<file path="config.mk">
export PLATFORM = sky130hd
export DESIGN_NAME = fcc_top
export DESIGN_NICKNAME = d
export VERILOG_FILES = /design/src/fcc_pkg.sv /design/src/fcc_op_if.sv /design/src/fcc_sequencer.sv /design/src/fcc_axil_slave.sv /design/src/fcc_top.sv
export SDC_FILE = /design/constraint.sdc
export NUM_CORES = 1
export LEC_CHECK = 0
export ABC_AREA = 1
export ABC_CLOCK_PERIOD_IN_PS = 1650
export BUFFER_PORTS_ARGS = -buffer_cell sky130_fd_sc_hd__buf_2
export CAP_MARGIN = 20
export CORE_MARGIN = 2
export CORE_UTILIZATION = 50
export DETAILED_ROUTE_END_ITERATION = 16
export PLACE_DENSITY = 0.76
export SYNTH_ARGS = -nofsm -noshare
export SYNTH_HDL_FRONTEND = slang
export SYNTH_SLANG_ARGS = --single-unit
</file>
<file path="constraint.sdc">
create_clock -name aclk -period 1.65 [get_ports aclk]
set_input_delay 0.165 -clock aclk [delete_from_list [all_inputs] [get_ports aclk]]
set_output_delay 0.165 -clock aclk [all_outputs]
set_load 0.01 [all_outputs]
</file>
<file path="src/fcc_pkg.sv">
// Package of constants and types for the flash command control block
package fcc_pkg;
  // ************************************************************
  // Register map
  // ************************************************************
  localparam logic [11:0] ADDR_TARGET_OFFSET = 12'h000;
  localparam logic [11:0] ADDR_PROGRAM_WORD  = 12'h004;
  localparam logic [11:0] ADDR_COMMAND       = 12'h008;
  localparam logic [15:0] UNLOCK_KEY         = 16'hA442;
  localparam int          OFFSET_W           = 15;
  localparam int          BIT_WRITE          = 0;
  localparam int          BIT_ERASE          = 1;
  localparam logic [31:0] RESET_WORD         = 32'h0000_0000;
  // ************************************************************
  // Timing
  // ************************************************************
  localparam int CLK_HZ         = 25_000_000;
  localparam int ERASE_TIME_MS  = 25;
  localparam int PROG_TIME_US   = 50;
  // Longest times round down
  localparam int ERASE_CYCLES   = CLK_HZ / 1000 * ERASE_TIME_MS;
  localparam int PROG_CYCLES    = CLK_HZ / 1_000_000 * PROG_TIME_US;
  localparam logic [1:0] RESP_OKAY   = 2'b00;
  localparam logic [1:0] RESP_SLVERR = 2'b10;
  // ************************************************************
  // Types
  // ************************************************************
  typedef enum logic [1:0] {
    FCC_IDLE  = 2'b00,
    FCC_ERASE = 2'b01,
    FCC_PROG  = 2'b10
  } fcc_op_t;
endpackage

</file>
<file path="src/fcc_op_if.sv">
// Interface carrying one flash operation request and its busy state
`timescale 1ns/10ps
interface fcc_op_if;
  logic                        start;
  fcc_pkg::fcc_op_t            op;
  logic [fcc_pkg::OFFSET_W-1:0] offset;
  logic [31:0]                 data;
  logic                        erase_busy;
  logic                        prog_busy;
  modport ctrl (output start, output op, output offset, output data,
                input erase_busy, input prog_busy);
  modport seq  (input start, input op, input offset, input data,
                output erase_busy, output prog_busy);
endinterface

</file>
<file path="src/fcc_sequencer.sv">
// Flash operation sequencer driving the array and timing each operation
`timescale 1ns/10ps
module fcc_sequencer #(
  parameter int ERASE_CYC = fcc_pkg::ERASE_CYCLES,
  parameter int PROG_CYC  = fcc_pkg::PROG_CYCLES
) (
  // Clock and reset
  input  wire logic        aclk,
  input  wire logic        aresetn,
  input  wire logic        ce,
  // Request
  fcc_op_if.seq            rq,
  // Array side
  output logic             arr_erase,
  output logic             arr_prog,
  output logic [14:0]      arr_offset,
  output logic [31:0]      arr_data,
  input  wire logic        arr_done
);
  // ************************************************************
  // State
  // ************************************************************
  fcc_pkg::fcc_op_t st_r, st_nxt;
  logic [19:0]      cnt_r, cnt_nxt;
  logic             er_r, er_nxt, pg_r, pg_nxt;
  logic [14:0]      off_r, off_nxt;
  logic [31:0]      dat_r, dat_nxt;

  always_comb begin
    st_nxt  = st_r;
    cnt_nxt = cnt_r;
    er_nxt  = 1'b0;
    pg_nxt  = 1'b0;
    off_nxt = off_r;
    dat_nxt = dat_r;
    case (st_r)
      fcc_pkg::FCC_IDLE: begin
        if (rq.start) begin
          st_nxt  = rq.op;
          off_nxt = rq.offset;
          dat_nxt = rq.data;
          er_nxt  = (rq.op == fcc_pkg::FCC_ERASE);
          pg_nxt  = (rq.op == fcc_pkg::FCC_PROG);
          cnt_nxt = (rq.op == fcc_pkg::FCC_ERASE) ? 20'(ERASE_CYC - 1)
                                                  : 20'(PROG_CYC - 1);
        end
      end
      fcc_pkg::FCC_ERASE, fcc_pkg::FCC_PROG: begin
        // Ends on array done or at the longest documented time
        if (arr_done || cnt_r == 20'h0_0000) begin
          st_nxt = fcc_pkg::FCC_IDLE;
        end else begin
          cnt_nxt = cnt_r - 20'h0_0001;
        end
      end
      default: begin
        st_nxt = fcc_pkg::FCC_IDLE;
      end
    endcase
  end

  always_ff @(posedge aclk) begin
    if (!aresetn) begin
      st_r  <= fcc_pkg::FCC_IDLE;
      cnt_r <= 20'h0_0000;
      er_r  <= 1'b0;
      pg_r  <= 1'b0;
      off_r <= 15'h0000;
      dat_r <= 32'h0000_0000;
    end else if (ce) begin
      st_r  <= st_nxt;
      cnt_r <= cnt_nxt;
      er_r  <= er_nxt;
      pg_r  <= pg_nxt;
      off_r <= off_nxt;
      dat_r <= dat_nxt;
    end
  end

  assign arr_erase     = er_r;
  assign arr_prog      = pg_r;
  assign arr_offset    = off_r;
  assign arr_data      = dat_r;
  assign rq.erase_busy = (st_r == fcc_pkg::FCC_ERASE);
  assign rq.prog_busy  = (st_r == fcc_pkg::FCC_PROG);
endmodule

</file>
<file path="src/fcc_axil_slave.sv">
// AXI4-Lite write and read channel handshake for the register file
`timescale 1ns/10ps
module fcc_axil_slave (
  // Clock and reset
  input  wire logic        aclk,
  input  wire logic        aresetn,
  input  wire logic        ce,
  // Write channels
  input  wire logic        awvalid,
  output logic             awready,
  input  wire logic [11:0] awaddr,
  input  wire logic        wvalid,
  output logic             wready,
  input  wire logic [31:0] wdata,
  input  wire logic [3:0]  wstrb,
  output logic             bvalid,
  input  wire logic        bready,
  // Read channels
  input  wire logic        arvalid,
  output logic             arready,
  input  wire logic [11:0] araddr,
  output logic             rvalid,
  input  wire logic        rready,
  // Register file side
  output logic             wr_en,
  output logic [11:0]      wr_addr,
  output logic [31:0]      wr_data,
  output logic [3:0]       wr_strb,
  output logic             rd_en,
  output logic [11:0]      rd_addr
);
  // ************************************************************
  // Capture of address and data
  // ************************************************************
  logic        aw_r, aw_nxt, w_r, w_nxt, b_r, b_nxt, r_r, r_nxt;
  logic [11:0] awa_r, awa_nxt;
  logic [31:0] wd_r, wd_nxt;
  logic [3:0]  ws_r, ws_nxt;

  always_comb begin
    aw_nxt  = aw_r;
    w_nxt   = w_r;
    b_nxt   = b_r;
    r_nxt   = r_r;
    awa_nxt = awa_r;
    wd_nxt  = wd_r;
    ws_nxt  = ws_r;
    if (awvalid && awready) begin
      aw_nxt  = 1'b1;
      awa_nxt = awaddr;
    end
    if (wvalid && wready) begin
      w_nxt  = 1'b1;
      wd_nxt = wdata;
      ws_nxt = wstrb;
    end
    if (aw_r && w_r) begin
      aw_nxt = 1'b0;
      w_nxt  = 1'b0;
      b_nxt  = 1'b1;
    end
    if (b_r && bready) begin
      b_nxt = 1'b0;
    end
    if (arvalid && arready) begin
      r_nxt = 1'b1;
    end else if (r_r && rready) begin
      r_nxt = 1'b0;
    end
  end

  always_ff @(posedge aclk) begin
    if (!aresetn) begin
      aw_r  <= 1'b0;
      w_r   <= 1'b0;
      b_r   <= 1'b0;
      r_r   <= 1'b0;
      awa_r <= 12'h000;
      wd_r  <= 32'h0000_0000;
      ws_r  <= 4'h0;
    end else if (ce) begin
      aw_r  <= aw_nxt;
      w_r   <= w_nxt;
      b_r   <= b_nxt;
      r_r   <= r_nxt;
      awa_r <= awa_nxt;
      wd_r  <= wd_nxt;
      ws_r  <= ws_nxt;
    end
  end

  assign awready = ce && !aw_r && !b_r;
  assign wready  = ce && !w_r && !b_r;
  assign bvalid  = b_r;
  assign arready = ce && !r_r;
  assign rvalid  = r_r;
  assign wr_en   = ce && aw_r && w_r;
  assign wr_addr = awa_r;
  assign wr_data = wd_r;
  assign wr_strb = ws_r;
  assign rd_en   = arvalid && arready;
  assign rd_addr = araddr;
endmodule

</file>
<file path="src/fcc_top.sv">
// Flash command control: keyed command register, address, data and sequencer
// Functional notes
// - Erase bit erases page at target offset
// - Writing zero changes nothing, never cancels
// - Erase bit reads one while erasing
// - Erase busy for at most 25 ms
// - Program bit writes data word at offset
// - Program bit reads one while programming
// - Program busy for at most 50 us
// - Command write starts cycle at held offset
// - Offset is 15 bits, upper bits zero
`timescale 1ns/10ps
module fcc_top #(
  parameter int ERASE_CYC = fcc_pkg::ERASE_CYCLES,
  parameter int PROG_CYC  = fcc_pkg::PROG_CYCLES
) (
  // Clock, reset, enable
  input  wire logic        aclk,
  input  wire logic        aresetn,
  input  wire logic        ce,
  // AXI4-Lite write
  input  wire logic        s_axi_awvalid,
  output logic             s_axi_awready,
  input  wire logic [11:0] s_axi_awaddr,
  input  wire logic        s_axi_wvalid,
  output logic             s_axi_wready,
  input  wire logic [31:0] s_axi_wdata,
  input  wire logic [3:0]  s_axi_wstrb,
  output logic             s_axi_bvalid,
  input  wire logic        s_axi_bready,
  output logic [1:0]       s_axi_bresp,
  // AXI4-Lite read
  input  wire logic        s_axi_arvalid,
  output logic             s_axi_arready,
  input  wire logic [11:0] s_axi_araddr,
  output logic             s_axi_rvalid,
  input  wire logic        s_axi_rready,
  output logic [31:0]      s_axi_rdata,
  output logic [1:0]       s_axi_rresp,
  // Flash array
  output logic             arr_erase,
  output logic             arr_prog,
  output logic [14:0]      arr_offset,
  output logic [31:0]      arr_data,
  input  wire logic        arr_done
);
  // ************************************************************
  // Bus slave
  // ************************************************************
  logic        wr_en, rd_en;
  logic [11:0] wr_addr, rd_addr;
  logic [31:0] wr_data;
  logic [3:0]  wr_strb;

  fcc_axil_slave u_bus (
    .aclk    (aclk),
    .aresetn (aresetn),
    .ce      (ce),
    .awvalid (s_axi_awvalid),
    .awready (s_axi_awready),
    .awaddr  (s_axi_awaddr),
    .wvalid  (s_axi_wvalid),
    .wready  (s_axi_wready),
    .wdata   (s_axi_wdata),
    .wstrb   (s_axi_wstrb),
    .bvalid  (s_axi_bvalid),
    .bready  (s_axi_bready),
    .arvalid (s_axi_arvalid),
    .arready (s_axi_arready),
    .araddr  (s_axi_araddr),
    .rvalid  (s_axi_rvalid),
    .rready  (s_axi_rready),
    .wr_en   (wr_en),
    .wr_addr (wr_addr),
    .wr_data (wr_data),
    .wr_strb (wr_strb),
    .rd_en   (rd_en),
    .rd_addr (rd_addr)
  );

  // ************************************************************
  // Address decode
  // ************************************************************
  function automatic logic is_mapped(input logic [11:0] a);
    is_mapped = (a == fcc_pkg::ADDR_TARGET_OFFSET) || (a == fcc_pkg::ADDR_PROGRAM_WORD) ||
                (a == fcc_pkg::ADDR_COMMAND);
  endfunction

  function automatic logic [31:0] merge(input logic [31:0] old, input logic [31:0] nw,
                                        input logic [3:0] st);
    merge = old;
    for (int i = 0; i < 4; i++) begin
      if (st[i]) begin
        merge[i*8 +: 8] = nw[i*8 +: 8];
      end
    end
  endfunction

  // ************************************************************
  // Registers
  // ************************************************************
  fcc_op_if rq ();

  logic [14:0] flash_target_offset_r, flash_target_offset_nxt;
  logic [31:0] flash_program_word_r, flash_program_word_nxt;
  logic [1:0]  bresp_r, bresp_nxt, rresp_r, rresp_nxt;
  logic [31:0] rdata_r, rdata_nxt;
  logic        start_r, start_nxt;
  fcc_pkg::fcc_op_t op_r, op_nxt;
  logic [31:0] merged, ofs_merged;
  logic        key_ok, busy_any;

  assign busy_any = rq.erase_busy || rq.prog_busy || start_r;

  always_comb begin
    flash_target_offset_nxt = flash_target_offset_r;
    flash_program_word_nxt  = flash_program_word_r;
    bresp_nxt = bresp_r;
    rresp_nxt = rresp_r;
    rdata_nxt = rdata_r;
    start_nxt = 1'b0;
    op_nxt    = op_r;
    merged    = merge(fcc_pkg::RESET_WORD, wr_data, wr_strb);
    ofs_merged = merge({17'h0_0000, flash_target_offset_r}, wr_data, wr_strb);
    key_ok    = (merged[31:16] == fcc_pkg::UNLOCK_KEY);
    if (wr_en) begin
      bresp_nxt = is_mapped(wr_addr) ? fcc_pkg::RESP_OKAY : fcc_pkg::RESP_SLVERR;
      case (wr_addr)
        fcc_pkg::ADDR_TARGET_OFFSET: begin
          flash_target_offset_nxt = ofs_merged[14:0];
        end
        fcc_pkg::ADDR_PROGRAM_WORD: begin
          flash_program_word_nxt = merge(flash_program_word_r, wr_data, wr_strb);
        end
        fcc_pkg::ADDR_COMMAND: begin
          // Zero bits, bad key or busy block leave everything unchanged
          if (key_ok && !busy_any) begin
            if (merged[fcc_pkg::BIT_ERASE]) begin
              start_nxt = 1'b1;
              op_nxt    = fcc_pkg::FCC_ERASE;
            end else if (merged[fcc_pkg::BIT_WRITE]) begin
              start_nxt = 1'b1;
              op_nxt    = fcc_pkg::FCC_PROG;
            end
          end
        end
        default: begin
        end
      endcase
    end
    if (rd_en) begin
      rresp_nxt = is_mapped(rd_addr) ? fcc_pkg::RESP_OKAY : fcc_pkg::RESP_SLVERR;
      case (rd_addr)
        fcc_pkg::ADDR_TARGET_OFFSET: rdata_nxt = {17'h0_0000, flash_target_offset_r};
        fcc_pkg::ADDR_PROGRAM_WORD:  rdata_nxt = flash_program_word_r;
        fcc_pkg::ADDR_COMMAND: begin
          // Key field reads zero; bits show busy
          rdata_nxt = {30'h0000_0000,
                       rq.erase_busy || (start_r && op_r == fcc_pkg::FCC_ERASE),
                       rq.prog_busy  || (start_r && op_r == fcc_pkg::FCC_PROG)};
        end
        default: rdata_nxt = 32'h0000_0000;
      endcase
    end
  end

  always_ff @(posedge aclk) begin
    if (!aresetn) begin
      flash_target_offset_r <= 15'h0000;
      flash_program_word_r  <= 32'h0000_0000;
      bresp_r <= fcc_pkg::RESP_OKAY;
      rresp_r <= fcc_pkg::RESP_OKAY;
      rdata_r <= 32'h0000_0000;
      start_r <= 1'b0;
      op_r    <= fcc_pkg::FCC_IDLE;
    end else if (ce) begin
      flash_target_offset_r <= flash_target_offset_nxt;
      flash_program_word_r  <= flash_program_word_nxt;
      bresp_r <= bresp_nxt;
      rresp_r <= rresp_nxt;
      rdata_r <= rdata_nxt;
      start_r <= start_nxt;
      op_r    <= op_nxt;
    end
  end

  assign s_axi_bresp = bresp_r;
  assign s_axi_rresp = rresp_r;
  assign s_axi_rdata = rdata_r;

  // ************************************************************
  // Sequencer
  // ************************************************************
  assign rq.start  = start_r;
  assign rq.op     = op_r;
  assign rq.offset = flash_target_offset_r;
  assign rq.data   = flash_program_word_r;

  fcc_sequencer #(
    .ERASE_CYC (ERASE_CYC),
    .PROG_CYC  (PROG_CYC)
  ) u_seq (
    .aclk       (aclk),
    .aresetn    (aresetn),
    .ce         (ce),
    .rq         (rq),
    .arr_erase  (arr_erase),
    .arr_prog   (arr_prog),
    .arr_offset (arr_offset),
    .arr_data   (arr_data),
    .arr_done   (arr_done)
  );
endmodule

</file>
; Word level (Yosys, flattened, before mapping)
; Index checks and enable logic that the tools add are counted.
[word_totals]
reg_bits = 209
latchBits = 0
ramBits = 0
rom_bits = 0
input_bits = 69
out_inout_bits = 90
elab_cells = 128
n_memories = 0
[op_classes]
addsub = 1
mul = 0
n_div = 0
n_lt_le_gt_ge = 0
eq_ne = 12
n_shift = 0
n_mux = 32
bitwise_logic = 0
n_reduce_logical = 59
[ops]
columns = operator, n
row1 = $pmux W32 S3, 1
row2 = $mux W20, 3
row3 = $pmux W20 S2, 1
row4 = $reduce_and A4 Y1, 7
row5 = $eq A12 B3 Y1 const B, 2
row6 = $eq A12 B4 Y1 const B, 2
row7 = $logic_not A12 Y1, 2
row8 = $logic_not A20 Y1, 1
row9 = $sub A20 B1 Y20 const B, 1
row10 = $mux W1, 17
row11 = $eq A16 B16 Y1 const B, 1
row12 = $logic_and A1 B1 Y1, 16
row13 = $mux W8, 2
row14 = $reduce_and A2 Y1, 8
row15 = $mux W2, 7
row16 = $reduce_bool A2 Y1, 6
row17 = $logic_or A1 B1 Y1, 9
row18 = $reduce_and A3 Y1, 2
row19 = $logic_not A1 Y1, 5
row20 = $reduce_and A5 Y1, 1
row21 = $eq A2 B1 Y1 const B, 2
row22 = $eq A2 B2 Y1 const B, 2
row23 = $ne A2 B2 Y1 const B, 2
row24 = $pmux W2 S2, 1
row25 = 3 further kinds, 3

; Longest topological paths before layout
; Gate-level depths: netlist of the first run.
[depth]
word_depth = 8
ltp_mapped = 12

; Hierarchy
; Synthesis of the first run repeated with hierarchy kept, for this count alone.
[hier_totals]
hier_cells = 1380
hier_area_um2 = 9510.4
[modules_own_cells]
columns = mod, n_inst, cells_each, area_per_inst_um2
row1 = fcc_top, 1, 553, 3860.0
row2 = fcc_sequencer, 1, 466, 3195.6
row3 = fcc_axil_slave, 1, 361, 2454.9

; Worst setup path after synthesis of the first run
; No wires, ideal clock.
[synth_timing]
path_kind = flip-flop to flip-flop
from = register u_seq.st_r[0]
to = register u_seq.cnt_r[13]
t_arrival_ns = 1.644
slack_ns = -0.063
stages_incl_launch_ff = 13
path_cell_list = dfxtp_1 > inv_1 > ha_1 > buf_2 > inv_2 > nor2_1 > nand2_2 > nand2_4 > nand2_4 > inv_2 > buf_2 > nand2_1 > a21oi_2
[synth_via]
elab_chain_len = 4
elab_cells_between_ends = 9
[synth_lines]
columns = item, line_no
row1 = start: declaration, fcc_sequencer.sv:23  ; fcc_pkg::fcc_op_t st_r, st_nxt;
row2 = start signal: assignment, fcc_sequencer.sv:64  ; st_r <= fcc_pkg::FCC_IDLE;
row3 = start signal: assignment, fcc_sequencer.sv:71  ; st_r <= st_nxt;
row4 = $eq A2 B1 Y1 / $eq A2 B2 Y1 (equally long branches), fcc_sequencer.sv:36  ; case (st_r)
row5 = $reduce_or A2 Y1, fcc_sequencer.sv:36
row6 = $ne A2 B2 Y1 (no source line) / $reduce_bool A2 Y1 (equally long branches), -
row7 = $reduce_and A4 Y1 (no source line), -
row8 = end signal: assignment, fcc_sequencer.sv:72  ; cnt_r <= cnt_nxt;
row9 = end: declaration, fcc_sequencer.sv:24  ; logic [19:0] cnt_r, cnt_nxt;
; Several ways; a longest one is shown, not always the timed one.
; A chain may end at the register's enable or synchronous reset.

; Final worst setup path of the first run
[layout_timing]
from = register u_seq.st_r[1]
to = register u_seq.cnt_r[0]
; The elaborated chain is that of the path after synthesis.

==> impl_metrics.csv, run 1 <==
group,metric,value,unit
run_status,status,"finished, violations left",
run_status,violations,"negative setup slack",
clock_tree,path_clk_slew,0.06,ns
synthesis,synth-xor-area-share,0.00816,
timing,maxSlewViolCount,0,
synthesis,yosys.area_share.simple,0.241,
floorplan,initial_core_util,0.514,
timing,period_minus_slack,1.65,ns
timing,post-route-period-util,1.00,
setup_path,cp_max_fo,8,
floorplan,die_h,135,µm
flow_run,maxCapViolCount,0,
synthesis,synth_compound_area_frac,0.179,
clock_tree,h-tree-depth,1,
grt,grt_max_degree,54,
synthesis,synthArstFlopShare,0,
synthesis,synth_flop_cell,"dfxtp_1",
timing,final_hold_viol_count,0,
setup_path,arrival,2.05,ns
synthesis,synth_area_per_cell,7.36,µm²
placed_design,dpl.hpwl,16.3,mm
finish,regArea,4150,µm²
setup_path,worstSetupStartpointType,"register",
timing,max_freq,0.605,GHz
setup_path,worstPathCellList,"inv_2 > ha_4 > inv_6 > buf_4 > nor2_4 > nand2_2 > nand2_4 > nand2_8 > buf_12 > o21ai_2 > nor2_1",
clock_tree,clockBufferDepth,3,
grt,grt_pass1_wl,38.6,mm
synthesis,synth_top_cell_by_area,"dfxtp_1",
synthesis,synth_fa_ha_area_frac,0.00729,
floorplan,row_count,47,
detailed_routing,drcViolationCount,0,
pwr,vdd_ir_drop_max,0.815,mV
min_path,hold_class,"primary input to register",
clock_tree,clk_latency,0.51,ns
synthesis,syn_inst,1166,
synthesis,synthMuxAreaShare,0,
setup_path,cp-end-kind,"register",
synthesis,ys_seq_area_frac,0.483,
clock_tree,numCtsBuffers,22,
placed_design,gp_congestion,0.915,
clock_tree,clock-sinks,207,
timing,setup_ws,-0.00294,ns
grt,antenna_found_initial,1,
finish,area_delta_synth_final,33.9,%
grt,grt_usage,0.258,
finish,multiInputGateArea,3970,µm²
setup_path,critPathMaxStageDelay,0.35,ns
min_path,min_from,"s_axi_rready",
timing,hold_slack,0.0427,ns
timing,grt_setup_unrepaired,"true",
grt,overflow,0,
timing,finClkSkew,0.0196,ns
clock_tree,cts_tree,"yes",
clock_tree,cts_root_buf,"clkbuf_16",
synthesis,syn_area,8580,µm²
floorplan,chipWidth,135,µm
detailed_routing,first_pass_iters,5,
setup_path,cp_slowest_cell,"dfxtp_2",
setup_path,crit_family,"buffers and inverters",
pwr,p_leak,5.09,nW
synthesis,netlist.area_leader.share,0.483,
detailed_routing,vias_per_cell,5.30,
floorplan,io-pin-count,159,
finish,fillCellCount,1344,
synthesis,synth_top_family_by_area,"simple AND/OR/NAND/NOR gates",
synthesis,ys_types,38,
detailed_routing,drtAntennaViolNets,0,
detailed_routing,drt_iter0_drc,626,
grt,grt_pass1_vias,7849,
timing,finalSetupViolCount,1,
synthesis,synthTopCellsByArea,"dfxtp_1 (48%), o21ai_0 (9.4%), nor2_1 (8.4%), nand2_1 (7.7%), a21oi_1 (6.5%)",
setup_path,worst-path-buf-inv,4,
setup_path,startpoint,"u_seq.st_r[1]",
setup_path,r2r_start,"u_seq.st_r[1]",
placed_design,place_area,9810,µm²
finish,final_cell_area,11500,µm²
synthesis,yosysWarnings,0,
finish,drive_gt1_frac,0.250,
placed_design,port_buffers,156,
detailed_routing,vias,8636,
detailed_routing,wire_per_inst,15.3,µm
pwr,p_total,0.0116,W
synthesis,ys_ff_latch,207,
floorplan,core-area,16700,µm²
setup_path,required,2.05,ns
finish,antenna_cells,0,
finish,nets,1466,
floorplan,dieArea,18200,µm²
detailed_routing,routed_wl,25.0,mm
pwr,power.density,1010,nW/µm²
synthesis,synth_edf_count,0,
setup_path,crit_type,"register to register",
synthesized netlist by cell type (2+ instances only):
| library cell | instances |
|---|---|
| nor2_4 | 4 |
| inv_1 | 95 |
| ha_1 | 5 |
| nor2_2 | 7 |
| a21oi_2 | 10 |
| dfxtp_1 | 207 |
| nor2_1 | 192 |
| nand2_4 | 2 |
| nor3_2 | 3 |
| nand2_2 | 8 |
| o211ai_1 | 2 |
| buf_4 | 6 |
| o21ai_0 | 162 |
| buf_2 | 15 |
| clkbuf_1 | 37 |
| nor3b_1 | 2 |
| o21ai_1 | 9 |
| xor2_1 | 6 |
| inv_2 | 8 |
| xnor2_1 | 2 |
| nand4_1 | 6 |
| nand3_1 | 53 |
| nand2_1 | 176 |
| nor3_1 | 19 |
| nand3_2 | 5 |
| buf_1 | 2 |
| a21oi_1 | 112 |
final cells by class:
type,instances,area share
clock buffer,27,0.0530
clock inverter,13,0.0197
inverter,105,0.0360
multi-input combinational,793,0.346
sequential,207,0.361
tap,220,0.0239
timing repair buffer,263,0.161
through the flow:
step	TNS, ns	utilization	setup slack, ns	instances
after floorplan	0	-	0.0152	1167
after global placement	0	0.587	0.0543	1532
after detailed placement	-0.197	0.587	-0.0692	1532
after CTS	0	0.668	0.0221	1621
after global routing	-2.53	0.688	-0.162	1628
final	-0.00294	0.688	-0.00294	1628
worst min-delay path: cells and delay by family:
family          cells  cell delay [ns]
compound gates      1             0.06
simple gates        2             0.17
buf+inv             1             0.10
logic make-up (layout without fill, tap and decap cells):
group / Yosys count / count (layout)
other: 1 / 2
AO/OA/AOI/OAI: 298 / 298
XOR/XNOR: 8 / 8
AND/OR/NAND/NOR: 480 / 480
buffers and inverters: 167 / 408
adder cells (fa/ha/maj): 5 / 5
flip-flops: 207 / 207
flip-flops by register name (all words and copies together) (netlist names):
signal,count
u_seq.arr_prog,1
u_seq.cnt_r,20
flash_program_word_r,32
u_bus.wr_data,32
u_bus.bvalid,1
u_bus.aw_r,1
rq.start,1
u_bus.wr_addr,12
u_seq.arr_data,32
flash_target_offset_r,15
u_seq.st_r,2
u_seq.arr_erase,1
u_bus.wr_strb,4
s_axi_rresp,1
u_seq.arr_offset,15
op_r,2
u_bus.rvalid,1
s_axi_rdata,32
u_bus.w_r,1
s_axi_bresp,1
path summary, 6_finish.rpt:
kind / cells past startpoint / slack [ns] / end
hold reg to reg: 2 / 0.46 / u_bus.wr_addr[9]
setup / recovery: 11 / -0.003 / u_seq.cnt_r[0]
setup reg to reg: 11 / -0.003 / u_seq.cnt_r[0]
hold / removal: 4 / 0.04 / u_bus.rvalid
cell usage in the layout, fill, tap and decap left out, types with 9 or more instances in the layout:
master | Yosys | final
buf_4 | 6 | 46
inv_1 | 95 | 89
buf_12 | 1 | 9
nand2_1 | 176 | 160
inv_2 | 8 | 12
nand2_2 | 8 | 19
nor2_4 | 4 | 10
clkbuf_16 | 0 | 23
buf_2 | 15 | 155
dfxtp_1 | 207 | 203
nor2_1 | 192 | 185
o21ai_0 | 162 | 159
a21oi_2 | 10 | 17
a21oi_1 | 112 | 105
o21ai_1 | 9 | 11
dlygate4sd3_1 | 0 | 49
nand3_1 | 53 | 52
nor3_1 | 19 | 14
report_power, final:
group	leakage, nW	switching [W]	internal [W]
Clock	0.416	0.00206	0.00357
Sequential	1.68	0.0000830	0.00512
Combinational	2.99	0.000421	0.000327
Total	5.09	0.00256	0.00901
per-layer routing:
layer	track usage	vias to the layer above	share of wire
met3	0.0522	59	0.071
met2	0.419	336	0.46
met4	0.0706	2	0.025
li1	-	4235	-
met1	0.352	4004	0.44
met5	0	-	0.00052
what timing repair did:
action,CTS,global route
pin swaps,0,11
buffers inserted,0,6
gates resized for setup,4,76
cloned,0,1
hold buffers,49,0
hold endpoints to repair,48,0
setup endpoints to repair,19,72
Power figures use the tool's default switching activity.
==> run 2: changes to the inputs <==
- PLACE_DENSITY: 0.76 -> 0.85
==> impl_metrics.csv, run 2 (synthesized netlist as in run 1, its figures left out) <==
group,metric,value,unit
min_path,hold_depth,3,
timing,finalSetupViolCount,0,
finish,postLayoutCoreUtil,0.666,
clock_tree,cts_tree,"yes",
grt,grt_max_degree,76,
floorplan,dieArea,18200,µm²
clock_tree,path_clk_slew,0.06,ns
clock_tree,clk_latency,0.49,ns
setup_path,r2r_cells,10,
min_path,hold_class,"primary input to register",
placed_design,place_area,9810,µm²
placed_design,gp_congestion,0.899,
timing,period_minus_slack,1.61,ns
grt,overflow,0,
clock_tree,clockBufferDepth,3,
detailed_routing,drt_iter0_drc,702,
timing,max_freq,0.622,GHz
placed_design,dpl.hpwl,16.0,mm
detailed_routing,first_pass_iters,6,
floorplan,core-area,16700,µm²
setup_path,crit_type,"register to register",
detailed_routing,wire_per_inst,15.4,µm
setup_path,cp_slowest_cell,"dfxtp_2",
grt,grt_usage,0.264,
setup_path,cp-end-kind,"register",
finish,drive_gt1_frac,0.227,
timing,maxSlewViolCount,0,
setup_path,worstSetupStartpointType,"register",
detailed_routing,drcViolationCount,0,
setup_path,critPathMaxStageDelay,0.36,ns
detailed_routing,routed_wl,24.8,mm
floorplan,row_count,47,
placed_design,port_buffers,156,
floorplan,chipWidth,135,µm
setup_path,required,2.07,ns
flow_run,maxCapViolCount,0,
grt,grt_pass1_wl,39.5,mm
detailed_routing,drtAntennaViolNets,0,
timing,post-route-period-util,0.975,
clock_tree,numCtsBuffers,21,
grt,grt_pass1_vias,8076,
timing,final_hold_viol_count,0,
setup_path,cp_max_fo,6,
pwr,power.density,955,nW/µm²
timing,setup_ws,0.0414,ns
timing,finClkSkew,0.00959,ns
timing,grt_setup_unrepaired,"true",
grt,antenna_found_initial,0,
pwr,p_total,0.0106,W
setup_path,arrival,2.03,ns
floorplan,die_h,135,µm
clock_tree,cts_root_buf,"clkbuf_16",
clock_tree,clock-sinks,207,
finish,antenna_cells,0,
pwr,p_leak,4.92,nW
pwr,vdd_ir_drop_max,0.777,mV
finish,area_delta_synth_final,29.6,%
finish,final_cell_area,11100,µm²
detailed_routing,vias,8650,
detailed_routing,vias_per_cell,5.36,
setup_path,worstPathCellList,"inv_2 > ha_4 > inv_6 > buf_4 > nand2_1 > nand2_4 > nand2_4 > buf_4 > nand2_1 > a21oi_1",
finish,layout_commonest_cell,"dfxtp_1",
clock_tree,h-tree-depth,1,
floorplan,io-pin-count,159,
placed_design,place_ws,-0.0721,ns
run_status,status,"completed",
finish,nets,1454,
finish,final_cell_mix,"dfxtp_1 (202), nor2_1 (187), nand2_1 (171), o21ai_0 (161), buf_2 (155)",
floorplan,initial_core_util,0.514,
run 2: cell count changes in the layout (fill, tap and decap cells not counted), sizes merged:
cell	delta
inv	+1
bufinv	-5
clkinv	-2
dlygate4sd3	-1
clkinvlp	+3
buf	-9
run 2: layout make-up:
class	instances	area, µm²
Clock inverter	10	86.3
Tap cell	220	275
Clock buffer	28	592
Fill cell	1325	5570
Multi-Input combinational cell	793	3870
Inverter	105	407
Sequential cell	207	4150
Timing Repair Buffer	252	1750
run 2: worst paths after layout:
kind / slack [ns] / from / to
worst max-delay path: 0.04 / u_seq.st_r[1] / u_seq.cnt_r[2]
worst min register to register: 0.46 / u_bus.wr_addr[7] / u_bus.wr_addr[7]
worst min-delay path: 0.005 / s_axi_wdata[7] / u_bus.wr_data[7]
worst max register to register: 0.04 / u_seq.st_r[1] / u_seq.cnt_r[2]
run 2: what timing repair did:
action / 4_1_cts / 5_1_grt
hold endpoints to repair: 47 / 0
gates resized for setup: 4 / 39
buffers inserted: 0 / 2
gates cloned: 0 / 0
endpoints found under the setup margin: 21 / 68
pin swaps: 0 / 5
hold buffers: 48 / 0
run 2: per-stage QoR:
stage / TNS [ns] / cells / hold WS [ns]
2_1_floorplan: 0 / 1167 / 0.276
3_3_place_gp: 0 / 1527 / 0.396
3_5_place_dp: -0.883 / 1527 / 0.382
4_1_cts: 0 / 1613 / 0.00140
5_1_grt: -0.0619 / 1615 / 0.0175
6_report: 0 / 1615 / 0.00496
run 2: worst max-delay path: cells and delay by family (launching register included):
kind | cells | cell delay [ns]
compound gates | 1 | 0.14
fa+ha+maj | 1 | 0.29
buf+inv | 4 | 0.41
flops | 1 | 0.36
simple gates | 4 | 0.34
run 2: per-layer routing:
metal / track usage / vias to the layer above / wire length, µm
li1: - / 4211 / -
met1: 0.357 / 3987 / 10800
met2: 0.434 / 387 / 11600
met3: 0.0387 / 65 / 1710
met4: 0.0932 / 0 / 803
met5: 0 / - / 0
run 2: where the power goes:
part,switching [W],internal [W],total [W]
clock,0.00197,0.00269,0.00466
combinational,0.000429,0.000330,0.000759
sequential,0.0000879,0.00512,0.00521
total,0.00249,0.00814,0.0106
==> run 3: changes to the inputs <==
- ABC_CLOCK_PERIOD_IN_PS: 1650 -> 1810
- CORE_UTILIZATION: 50 -> 55
- PLACE_DENSITY: 0.85 -> 0.88
- clock period: 1.65 -> 1.81 ns (I/O delays scaled with it)
==> impl_metrics.csv, run 3 (synthesized netlist as in run 1, its figures left out) <==
group,metric,value,unit
timing,hold_slack,-0.00282,ns
clock_tree,clockBufferDepth,3,
min_path,min_from,"s_axi_awaddr[3]",
detailed_routing,vias,8566,
clock_tree,path_clk_slew,0.06,ns
clock_tree,cts_root_buf,"clkbuf_16",
min_path,min_to,"u_bus.wr_addr[3]",
clock_tree,numCtsBuffers,22,
floorplan,chipWidth,129,µm
placed_design,dpl.hpwl,16.0,mm
timing,max_freq,0.579,GHz
finish,final_cell_mix,"dfxtp_1 (205), nor2_1 (192), nand2_1 (176), o21ai_0 (161), buf_2 (155)",
floorplan,io-pin-count,159,
setup_path,r2r_start,"u_bus.wr_addr[10]",
pwr,power.density,893,nW/µm²
min_path,hold_depth,3,
detailed_routing,wire_per_inst,16.0,µm
finish,layout_commonest_cell,"dfxtp_1",
floorplan,row_count,45,
finish,postLayoutCoreUtil,0.712,
finish,regArea,4150,µm²
grt,overflow,0,
flow_run,maxCapViolCount,0,
timing,post-route-period-util,0.954,
finish,nets,1435,
detailed_routing,routed_wl,25.0,mm
pwr,vdd_ir_drop_max,0.797,mV
timing,finClkSkew,0.0153,ns
setup_path,crit_type,"register to register",
setup_path,worstPathCellList,"nor2_1 > nand3_1 > nor2_4 > nand2_1 > nor2_2 > buf_4 > nand2_1 > nand2_1 > a21oi_1",
setup_path,r2r_cells,9,
finish,area_delta_synth_final,26.0,%
detailed_routing,drtAntennaViolNets,0,
floorplan,die_h,129,µm
placed_design,place_ws,0.0701,ns
grt,grt_usage,0.292,
clock_tree,clock-sinks,207,
setup_path,worst-path-buf-inv,1,
grt,grt_pass1_vias,8065,
finish,antenna_cells,0,
grt,antenna_found_initial,0,
floorplan,core-area,15200,µm²
detailed_routing,drt_iter0_drc,778,
grt,grt_max_degree,151,
timing,final_hold_viol_count,1,
run_status,violations,"negative hold slack",
placed_design,gp_congestion,0.915,
setup_path,r2r_slack,0.08,ns
min_path,hold_class,"primary input to register",
setup_path,required,2.20,ns
timing,maxSlewViolCount,0,
setup_path,worstSetupStartpointType,"register",
timing,worst_pin_slew,0.684,ns
clock_tree,cts_tree,"yes",
run_status,status,"finished, violations left",
finish,multiInputGateArea,3800,µm²
setup_path,cp_slowest_cell,"dfxtp_1",
pwr,p_leak,4.81,nW
setup_path,critPathMaxStageDelay,0.32,ns
clock_tree,h-tree-depth,1,
finish,fillCellCount,1105,
detailed_routing,drcViolationCount,0,
setup_path,reg2reg_to,"flash_target_offset_r[12]",
setup_path,cp_max_fo,12,
setup_path,cpMostUsedCell,"nand2_1",
timing,period_minus_slack,1.73,ns
setup_path,arrival,2.11,ns
timing,maxSlewHeadroom,0.541,
detailed_routing,vias_per_cell,5.48,
setup_path,cp-end-kind,"register",
timing,finalSetupViolCount,0,
finish,drive_gt1_frac,0.200,
detailed_routing,first_pass_iters,5,
clock_tree,clk_latency,0.50,ns
floorplan,dieArea,16600,µm²
grt,grt_pass1_wl,39.4,mm
setup_path,crit_family,"simple AND/OR/NAND/NOR gates",
timing,setup_ws,0.0839,ns
floorplan,initial_core_util,0.565,
placed_design,port_buffers,156,
## run 3: timing repair
action	in CTS	in global routing
hold buffers	43	0
endpoints found under the setup margin	0	53
setup buffers	0	3
resized for setup	0	16
endpoints found under the hold margin	43	0
## run 3: worst max path at each step
stage / start / end / slack (ns) / depth (start not counted)
CTS: u_seq.st_r[0] / op_r[1] / 0.01 / 11
finish: u_bus.wr_addr[10] / flash_target_offset_r[12] / 0.08 / 9
detailed placement: u_bus.wr_addr[10] / flash_program_word_r[22] / 0.07 / 8
floorplan: u_seq.st_r[0] / u_seq.cnt_r[13] / 0.1 / 12
global route: u_bus.wr_addr[10] / flash_target_offset_r[3] / -0.006 / 8
global placement: u_bus.wr_addr[10] / flash_program_word_r[22] / 0.15 / 8
## run 3: cell type report
type / count / share of cell area
Timing Repair Buffer: 232 / 0.144
Clock inverter: 4 / 0.00243
Sequential cell: 207 / 0.383
Multi-Input combinational cell: 793 / 0.351
Tap cell: 188 / 0.0217
Clock buffer: 33 / 0.0604
Inverter: 105 / 0.0371
## run 3: per-stage QoR
step / cell area [µm²] / instances / power [W] / TNS (ns) / hold slack, ns
2_1_floorplan: 8590 / 1167 / 0.00515 / 0 / 0.292
3_3_place_gp: 9620 / 1479 / 0.00537 / 0 / 0.410
3_5_place_dp: 9620 / 1479 / 0.00539 / 0 / 0.412
4_1_cts: 10700 / 1559 / 0.00963 / 0 / 0.00473
5_1_grt: 10800 / 1562 / 0.00993 / -0.0105 / 0.00602
6_report: 10800 / 1562 / 0.00967 / 0 / -0.00282
## run 3: power breakdown
part           total (W)  internal (W)  leakage [nW]  switching (W)
Clock            0.00426       0.00248         0.331        0.00178
Combinational   0.000660      0.000279          2.80       0.000381
Sequential       0.00474       0.00467          1.68      0.0000785
## run 3: tightest hold or removal path: stages
cell and delay [ns]:
buf_2 0.07, o21ai_0 0.08, a21oi_1 0.12
## run 3: per-layer routing
metal / global-route usage / vias up / wire [µm]
met1: 0.391 / 3924 / 10500
met5: 0 / - / 0
met2: 0.469 / 409 / 11600
li1: - / 4166 / -
met3: 0.0536 / 67 / 1960
met4: 0.115 / 0 / 894
